[config.mk]
export PLATFORM = sky130hd
export DESIGN_NAME = dsg_clock_gate_bank
export DESIGN_NICKNAME = d
export VERILOG_FILES = /design/src/shared/dsg_pkg.sv /design/src/hdl/dsg_clock_gate_bank.sv /design/src/hdl/dsg_gate_select.sv
export SDC_FILE = /design/constraint.sdc
export NUM_CORES = 1
export LEC_CHECK = 0
export ABC_AREA = 1
export ABC_CLOCK_PERIOD_IN_PS = 2800
export BUFFER_PORTS_ARGS = -buffer_cell sky130_fd_sc_hd__buf_2
export CORE_MARGIN = 1.5
export CORE_UTILIZATION = 46
export DETAILED_ROUTE_END_ITERATION = 6
export PLACE_DENSITY = 0.87
export SETUP_SLACK_MARGIN = 0.05
export SLEW_MARGIN = 20
export SYNTH_ARGS = -nofsm -noshare
export SYNTH_HDL_FRONTEND = slang
export SYNTH_SLANG_ARGS = --single-unit
[constraint.sdc]
create_clock -name i_clk_sys -period 2.8 [get_ports i_clk_sys]
set_clock_uncertainty 0.15 [all_clocks]
set_input_delay 0.28 -clock i_clk_sys [delete_from_list [all_inputs] [get_ports i_clk_sys]]
set_output_delay 0.28 -clock i_clk_sys [all_outputs]
set_load 0.05 [all_outputs]
[src/shared/dsg_pkg.sv]
// constants and types for the deep-sleep peripheral clock gating bank
// assumes a 32-bit apb slave decoding only the low 12 address bits
package dsg_pkg;

  // register map, byte addresses inside the system control block
  localparam logic [31:0] SYS_CTRL_BASE = 32'h400F_E000;
  localparam int          ADDR_W        = 12;
  localparam logic [11:0] DEEP_GATE_OFS = 12'h124;
  localparam logic [11:0] EFF_GATE_OFS  = 12'h128;
  localparam logic [31:0] DEEP_GATE_RST = 32'h0000_0000;
  localparam logic [31:0] ZERO_WORD     = 32'h0000_0000;

  // gating bit positions, one per peripheral
  localparam int COMPARATOR_2_GATE_BIT        = 26;
  localparam int COMPARATOR_1_GATE_BIT        = 25;
  localparam int COMPARATOR_0_GATE_BIT        = 24;
  localparam int GP_COUNTER_3_GATE_BIT        = 19;
  localparam int GP_COUNTER_2_GATE_BIT        = 18;
  localparam int GP_COUNTER_1_GATE_BIT        = 17;
  localparam int GP_COUNTER_0_GATE_BIT        = 16;
  localparam int TWO_WIRE_PORT_1_GATE_BIT     = 14;
  localparam int TWO_WIRE_PORT_0_GATE_BIT     = 12;
  localparam int QUADRATURE_DECODER_1_GATE_BIT = 9;
  localparam int QUADRATURE_DECODER_0_GATE_BIT = 8;
  localparam int SYNC_SERIAL_1_GATE_BIT       = 5;
  localparam int SYNC_SERIAL_0_GATE_BIT       = 4;
  localparam int ASYNC_SERIAL_2_GATE_BIT      = 2;
  localparam int ASYNC_SERIAL_1_GATE_BIT      = 1;
  localparam int ASYNC_SERIAL_0_GATE_BIT      = 0;

  // implemented read/write bits; everything else is reserved, reads zero
  localparam logic [31:0] GATE_IMPL_MASK =
    (32'h1 << COMPARATOR_2_GATE_BIT) | (32'h1 << COMPARATOR_1_GATE_BIT) |
    (32'h1 << COMPARATOR_0_GATE_BIT) | (32'h1 << GP_COUNTER_3_GATE_BIT) |
    (32'h1 << GP_COUNTER_2_GATE_BIT) | (32'h1 << GP_COUNTER_1_GATE_BIT) |
    (32'h1 << GP_COUNTER_0_GATE_BIT) | (32'h1 << TWO_WIRE_PORT_1_GATE_BIT) |
    (32'h1 << TWO_WIRE_PORT_0_GATE_BIT) | (32'h1 << QUADRATURE_DECODER_1_GATE_BIT) |
    (32'h1 << QUADRATURE_DECODER_0_GATE_BIT) | (32'h1 << SYNC_SERIAL_1_GATE_BIT) |
    (32'h1 << SYNC_SERIAL_0_GATE_BIT) | (32'h1 << ASYNC_SERIAL_2_GATE_BIT) |
    (32'h1 << ASYNC_SERIAL_1_GATE_BIT) | (32'h1 << ASYNC_SERIAL_0_GATE_BIT);

  // operating mode of the chip, driven by the power controller
  typedef enum logic [1:0] {
    DSG_RUN   = 2'b00,
    DSG_SLEEP = 2'b01,
    DSG_DEEP  = 2'b10
  } dsg_mode_t;

  localparam int PERIPH_IDX_W = 5;

  // one bus access aimed at a gated peripheral, index is its gating bit
  typedef struct packed {
    logic                    valid;
    logic [PERIPH_IDX_W-1:0] idx;
  } dsg_access_t;

endpackage

[src/hdl/dsg_clock_gate_bank.sv]
// deep-sleep peripheral clock gating register with apb access,
// effective enable selection and bus fault for unclocked peripherals
// assumes one 100 mhz clock; run/sleep words come from sibling logic
//
// The APB register port was decided locally.
`timescale 1ns/1ps
module dsg_clock_gate_bank (
  input  wire logic                i_clk_sys,
  input  wire logic                i_sys_rst,
  input  wire logic                i_psel,
  input  wire logic                i_penable,
  input  wire logic                i_pwrite,
  input  wire logic [11:0]         i_paddr,
  input  wire logic [31:0]         i_pwdata,
  output logic      [31:0]         o_prdata,
  output logic                     o_pready,
  output logic                     o_pslverr,
  input  wire dsg_pkg::dsg_mode_t  i_power_mode,
  input  wire logic                i_auto_clock_gating_select,
  input  wire logic [31:0]         i_run_peripheral_clock_gate,
  input  wire logic [31:0]         i_sleep_peripheral_clock_gate,
  input  wire dsg_pkg::dsg_access_t i_periph_access,
  output logic      [31:0]         o_periph_clk_en,
  output logic                     o_periph_bus_fault
);

  logic [31:0] deep_gate_reg;
  logic [31:0] deep_gate_next;
  logic [31:0] prdata_reg;
  logic [31:0] prdata_next;
  logic        fault_reg;
  logic        fault_next;
  logic        setup_ph;
  logic        access_ph;
  logic        hit_deep;
  logic        hit_eff;
  logic        mapped;

  // address decode; only the two words of this block answer
  assign setup_ph  = i_psel && !i_penable;
  assign access_ph = i_psel && i_penable;
  assign hit_deep  = (i_paddr == dsg_pkg::DEEP_GATE_OFS);
  assign hit_eff   = (i_paddr == dsg_pkg::EFF_GATE_OFS);
  assign mapped    = hit_deep || hit_eff;

  // zero wait states: read data is staged in the setup cycle
  assign o_pready  = 1'h1;
  assign o_pslverr = access_ph && !mapped;

  // deep-sleep word: only implemented bits store, reserved stay zero
  always_comb begin
    deep_gate_next = deep_gate_reg;
    if (access_ph && i_pwrite && hit_deep) begin
      deep_gate_next = i_pwdata & dsg_pkg::GATE_IMPL_MASK;
    end
  end

  always_ff @(posedge i_clk_sys or posedge i_sys_rst) begin
    if (i_sys_rst) begin
      deep_gate_reg <= dsg_pkg::DEEP_GATE_RST;
    end else begin
      deep_gate_reg <= deep_gate_next;
    end
  end

  // read mux; the effective word lets software see what is clocked now
  always_comb begin
    prdata_next = prdata_reg;
    if (setup_ph && !i_pwrite) begin
      if (hit_deep) begin
        prdata_next = deep_gate_reg & dsg_pkg::GATE_IMPL_MASK;
      end else if (hit_eff) begin
        prdata_next = o_periph_clk_en;
      end else begin
        prdata_next = dsg_pkg::ZERO_WORD;
      end
    end
  end

  always_ff @(posedge i_clk_sys or posedge i_sys_rst) begin
    if (i_sys_rst) begin
      prdata_reg <= dsg_pkg::ZERO_WORD;
    end else begin
      prdata_reg <= prdata_next;
    end
  end

  assign o_prdata = prdata_reg;

  // mode selection and the registered enables
  dsg_gate_select u_sel (
    .i_clk_sys                  (i_clk_sys),
    .i_sys_rst                  (i_sys_rst),
    .i_power_mode               (i_power_mode),
    .i_auto_clock_gating_select (i_auto_clock_gating_select),
    .i_run_gate                 (i_run_peripheral_clock_gate),
    .i_sleep_gate               (i_sleep_peripheral_clock_gate),
    .i_deep_gate                (deep_gate_reg),
    .o_clk_en                   (o_periph_clk_en)
  );

  // fault when the addressed peripheral has no clock; an index with no
  // peripheral behind it always faults since its enable is forced low
  always_comb begin
    fault_next = i_periph_access.valid && !o_periph_clk_en[i_periph_access.idx];
  end

  always_ff @(posedge i_clk_sys or posedge i_sys_rst) begin
    if (i_sys_rst) begin
      fault_reg <= 1'h0;
    end else begin
      fault_reg <= fault_next;
    end
  end

  assign o_periph_bus_fault = fault_reg;

  // checks on the gating word, the enables and the fault answer
  property p_rst_clear;
    @(posedge i_clk_sys) $fell(i_sys_rst) |-> (deep_gate_reg == dsg_pkg::DEEP_GATE_RST);
  endproperty
  a_rst_clear: assert property (p_rst_clear)
    else $error("gate word not clear after reset");

  property p_write_store;
    @(posedge i_clk_sys) disable iff (i_sys_rst)
      (access_ph && i_pwrite && hit_deep)
      |=> (deep_gate_reg == ($past(i_pwdata) & dsg_pkg::GATE_IMPL_MASK));
  endproperty
  a_write_store: assert property (p_write_store)
    else $error("gate write not stored");

  property p_resv_read;
    @(posedge i_clk_sys) disable iff (i_sys_rst)
      (access_ph && !i_pwrite && hit_deep) |-> ((o_prdata & ~dsg_pkg::GATE_IMPL_MASK) == 32'h0);
  endproperty
  a_resv_read: assert property (p_resv_read)
    else $error("reserved bit read nonzero");

  property p_read_back;
    @(posedge i_clk_sys) disable iff (i_sys_rst)
      (setup_ph && !i_pwrite && hit_deep) |=> (o_prdata == $past(deep_gate_reg));
  endproperty
  a_read_back: assert property (p_read_back)
    else $error("gate word read back wrong");

  property p_decode;
    @(posedge i_clk_sys) disable iff (i_sys_rst)
      access_ph |-> (o_pslverr == !(i_paddr == dsg_pkg::DEEP_GATE_OFS
                                    || i_paddr == dsg_pkg::EFF_GATE_OFS));
  endproperty
  a_decode: assert property (p_decode)
    else $error("address decode wrong");

  property p_no_ghost;
    @(posedge i_clk_sys) disable iff (i_sys_rst)
      ((o_periph_clk_en & ~dsg_pkg::GATE_IMPL_MASK) == 32'h0);
  endproperty
  a_no_ghost: assert property (p_no_ghost)
    else $error("enable on empty position");

  property p_deep_sel;
    @(posedge i_clk_sys) disable iff (i_sys_rst)
      (i_auto_clock_gating_select && i_power_mode == dsg_pkg::DSG_DEEP)
      |=> (o_periph_clk_en == ($past(deep_gate_reg) & dsg_pkg::GATE_IMPL_MASK));
  endproperty
  a_deep_sel: assert property (p_deep_sel)
    else $error("deep word not selected");

  property p_manual_run;
    @(posedge i_clk_sys) disable iff (i_sys_rst)
      !i_auto_clock_gating_select
      |=> (o_periph_clk_en == ($past(i_run_peripheral_clock_gate) & dsg_pkg::GATE_IMPL_MASK));
  endproperty
  a_manual_run: assert property (p_manual_run)
    else $error("run word not used");

  property p_fault_off;
    @(posedge i_clk_sys) disable iff (i_sys_rst)
      (i_periph_access.valid && !o_periph_clk_en[i_periph_access.idx])
      |=> o_periph_bus_fault;
  endproperty
  a_fault_off: assert property (p_fault_off)
    else $error("missing bus fault");

  property p_no_fault_on;
    @(posedge i_clk_sys) disable iff (i_sys_rst)
      (!i_periph_access.valid || o_periph_clk_en[i_periph_access.idx])
      |=> !o_periph_bus_fault;
  endproperty
  a_no_fault_on: assert property (p_no_fault_on)
    else $error("fault on clocked unit");

  property p_deep_write_reach;
    @(posedge i_clk_sys) disable iff (i_sys_rst)
      (access_ph && i_pwrite && hit_deep && i_auto_clock_gating_select
       && i_power_mode == dsg_pkg::DSG_DEEP) ##1 (i_power_mode == dsg_pkg::DSG_DEEP
       && i_auto_clock_gating_select)
      |=> (o_periph_clk_en == ($past(i_pwdata, 2) & dsg_pkg::GATE_IMPL_MASK));
  endproperty
  a_deep_write_reach: assert property (p_deep_write_reach)
    else $error("write not on enables");

  // main scenarios
  property p_cov_deep;
    @(posedge i_clk_sys) disable iff (i_sys_rst)
      i_auto_clock_gating_select && i_power_mode == dsg_pkg::DSG_DEEP && (o_periph_clk_en != 32'h0);
  endproperty
  c_cov_deep: cover property (p_cov_deep);

  property p_cov_fault;
    @(posedge i_clk_sys) disable iff (i_sys_rst) o_periph_bus_fault;
  endproperty
  c_cov_fault: cover property (p_cov_fault);

  property p_cov_err;
    @(posedge i_clk_sys) disable iff (i_sys_rst) o_pslverr;
  endproperty
  c_cov_err: cover property (p_cov_err);

endmodule

[src/hdl/dsg_gate_select.sv]
// picks the gating word that applies in the present mode and registers it
// assumes mode, auto select and the run/sleep words come from the same clock
`timescale 1ns/1ps
module dsg_gate_select (
  input  wire logic              i_clk_sys,
  input  wire logic              i_sys_rst,
  input  wire dsg_pkg::dsg_mode_t i_power_mode,
  input  wire logic              i_auto_clock_gating_select,
  input  wire logic [31:0]       i_run_gate,
  input  wire logic [31:0]       i_sleep_gate,
  input  wire logic [31:0]       i_deep_gate,
  output logic      [31:0]       o_clk_en
);

  logic [31:0] clk_en_reg;
  logic [31:0] clk_en_next;

  // sleep words only count with auto gating on; otherwise run word holds
  always_comb begin
    clk_en_next = i_run_gate;
    if (i_auto_clock_gating_select) begin
      case (i_power_mode)
        dsg_pkg::DSG_RUN:   clk_en_next = i_run_gate;
        dsg_pkg::DSG_SLEEP: clk_en_next = i_sleep_gate;
        dsg_pkg::DSG_DEEP:  clk_en_next = i_deep_gate;
        default:            clk_en_next = i_run_gate;
      endcase
    end
    clk_en_next = clk_en_next & dsg_pkg::GATE_IMPL_MASK;
  end

  // registered so the enables never glitch when the mode word changes
  always_ff @(posedge i_clk_sys or posedge i_sys_rst) begin
    if (i_sys_rst) begin
      clk_en_reg <= dsg_pkg::DEEP_GATE_RST;
    end else begin
      clk_en_reg <= clk_en_next;
    end
  end

  assign o_clk_en = clk_en_reg;

endmodule

==> results.sh <==
export IMPL_cts_num_sinks=49
export IMPL_core_area_um2=5960
export IMPL_ys_ff_latch=49
export IMPL_crit_family="buffers and inverters"
export IMPL_io_pins=189
export IMPL_slew_headroom_pct=45.5
export IMPL_die_h_um=81.6
export IMPL_power_leakage_uw=0.00205
export IMPL_grtUsageTotal_pct=22.2
export IMPL_first_iter_violations=199
export IMPL_path_clk_slew_ps=80
export IMPL_cts_made_buffers=5
export IMPL_ir_drop_uv=259
export IMPL_start_util_pct=47.7
export IMPL_die_w_um=81.6
export IMPL_wl_um=7290
export IMPL_critPathLaunchType="primary input"
export IMPL_postCtsSetupRepairBufs=0
export IMPL_drcViolationCount=0
export IMPL_total_power_uw=1680
export IMPL_tns_ps=0
export IMPL_path_class="primary input to output port"
export IMPL_max_freq_mhz=551
export IMPL_rows=28
export IMPL_fin_ws_ps=986
export IMPL_avgViaCountPerCell=4.98
export IMPL_yosys_warnings=0
export IMPL_required_ps=2370
export IMPL_synth_area_per_cell_um2=7.42
export IMPL_ant_nets=0
export IMPL_final_max_slew_viol_count=0
export IMPL_drive_above_1_share_pct=26.0
export IMPL_wl_per_cell_um=13.1
export IMPL_finalCoreUtilization_pct=57.1
export IMPL_grt_max_degree=50
export IMPL_worstSkewPairLatency_ps=300
export IMPL_final_hold_violation_count=49
export IMPL_place_congestion=0.927
export IMPL_slowest_delay_ps=230
export IMPL_seq_area_frac_synth_pct=43.1
export IMPL_clockBufferDepth=2
export IMPL_synth_area_um2=2840
export IMPL_antenna_found_initial=0
export IMPL_grt_pass1_vias=2492
export IMPL_area_growth_pct=19.6
export IMPL_ys_types=20
export IMPL_arrival_ps=1380
export IMPL_critPathBufInv=3
export IMPL_dr_total_vias=2767
export IMPL_tightestPinTransition_ps=817
export IMPL_dp_slack_ps=808
export IMPL_antennaDiodeCount=0
export IMPL_mostFrequentLayoutCells="nand2_1, buf_2, nand3_1, dfrtp_1"
export IMPL_place_hpwl_um=5840
export IMPL_hp_class="primary input to asynchronous set/reset pin"
export IMPL_finalSetupViolCount=0
export IMPL_final_common_cell="nand2_1"
export IMPL_overflow=0
export IMPL_drv_cap=0
export IMPL_cts_max_level=2
export IMPL_port_buffers=107
export IMPL_die_area_um2=6660
export IMPL_root_buffer="clkbuf_8"
export IMPL_cts_resized=0
export IMPL_grt_setup_unrepaired="false"
export IMPL_syn_instance_count=383
export IMPL_final_nets=604
export IMPL_outcome="complete, but fails checks"
export IMPL_slowest_stage="buf_4"
export IMPL_end_kind="output port"
export IMPL_cts_tree="yes"
export IMPL_violations="negative hold slack"
export IMPL_cpMostUsedCell="buf_2"
export IMPL_grt_pass1_wl_um=11300
export IMPL_power_density_nw_per_um2=495
export IMPL_layout_min_cycle_time_ps=1810
export IMPL_whs_ps=-49.4
export IMPL_crit_chain="buf_2, nor2_1, nand2_1, nor3_4, buf_4, nor3_1, buf_2"
export IMPL_hold_buffers=0
export IMPL_worstPathMaxFanout=18
export IMPL_finalCritPeriodShare_pct=64.8
export IMPL_drt_first_pass_iters=4
cell usage after synthesis:
library cell / count / area (µm²)
buf_6: 1 / 11.3
a221oi_1: 16 / 140
buf_2: 4 / 20.0
nand4_1: 1 / 6.26
clkbuf_1: 13 / 48.8
nand2_2: 2 / 12.5
nand3_1: 59 / 295
nor3_4: 1 / 16.3
dfrtp_1: 49 / 1230
or2_2: 1 / 6.26
conb_1: 2 / 7.51
a21oi_1: 16 / 80.1
nor3_1: 2 / 10.0
buf_4: 35 / 263
nor2_2: 1 / 6.26
nand2_1: 121 / 454
nor2_1: 33 / 124
clkinv_1: 1 / 3.75
inv_1: 23 / 86.3
ha_1: 2 / 25.0
where the power goes:
part	total (µW)	internal [µW]	switching (µW)
registers	757	734	23.1
clock network	517	291	225
logic	411	93.9	317
total	1680	1120	566
final cells by class:
type / instances / area, µm²
fillers: 578 / 2550
multi-input cells: 288 / 1300
flip-flops and latches: 49 / 1230
repair buffers: 112 / 573
well taps: 75 / 93.8
inverters: 24 / 91.3
clock buffers: 7 / 86.3
clock inverters: 1 / 30.0
worst paths after layout:
kind,startpoint,end,slack [ps],depth (start not counted)
max,i_paddr[1],o_pslverr,990,7
min,i_sys_rst,o_prdata[9],-50,2
max reg2reg,u_sel.o_clk_en[25],o_periph_bus_fault,1590,6
min reg2reg,o_prdata[16],o_prdata[16],330,2
max in group asynchronous,i_sys_rst,u_sel.o_clk_en[9],2050,2
min in group i_clk_sys,i_periph_access[5],o_periph_bus_fault,50,3
per-stage QoR:
step                instances  cell area (µm²)  hold WS, ps
global placement          548             3280          313
CTS                       556             3400         35.1
finish                    556             3400        -49.4
floorplan                 414             2960          245
detailed placement        548             3280          316
global route              556             3400         15.6
logic make-up after synthesis:
logic type	after synthesis	share of synthesized area, %
adders and majority gates	2	0.880
buffers and inverters	77	15.2
and+or+nand+nor	221	32.7
AOI/OAI and AO/OA	32	7.75
other	2	0.264
DFF	49	43.1
layer usage:
layer | vias to the layer above | global-route usage, % | routed length, µm
li1 | 1369 | - | -
met1 | 1242 | 28.9 | 3100
met2 | 133 | 35.3 | 3430
met3 | 23 | 4.89 | 519
met4 | 0 | 10.2 | 244
met5 | - | 0 | 0
(Power assumes the default switching activity.)
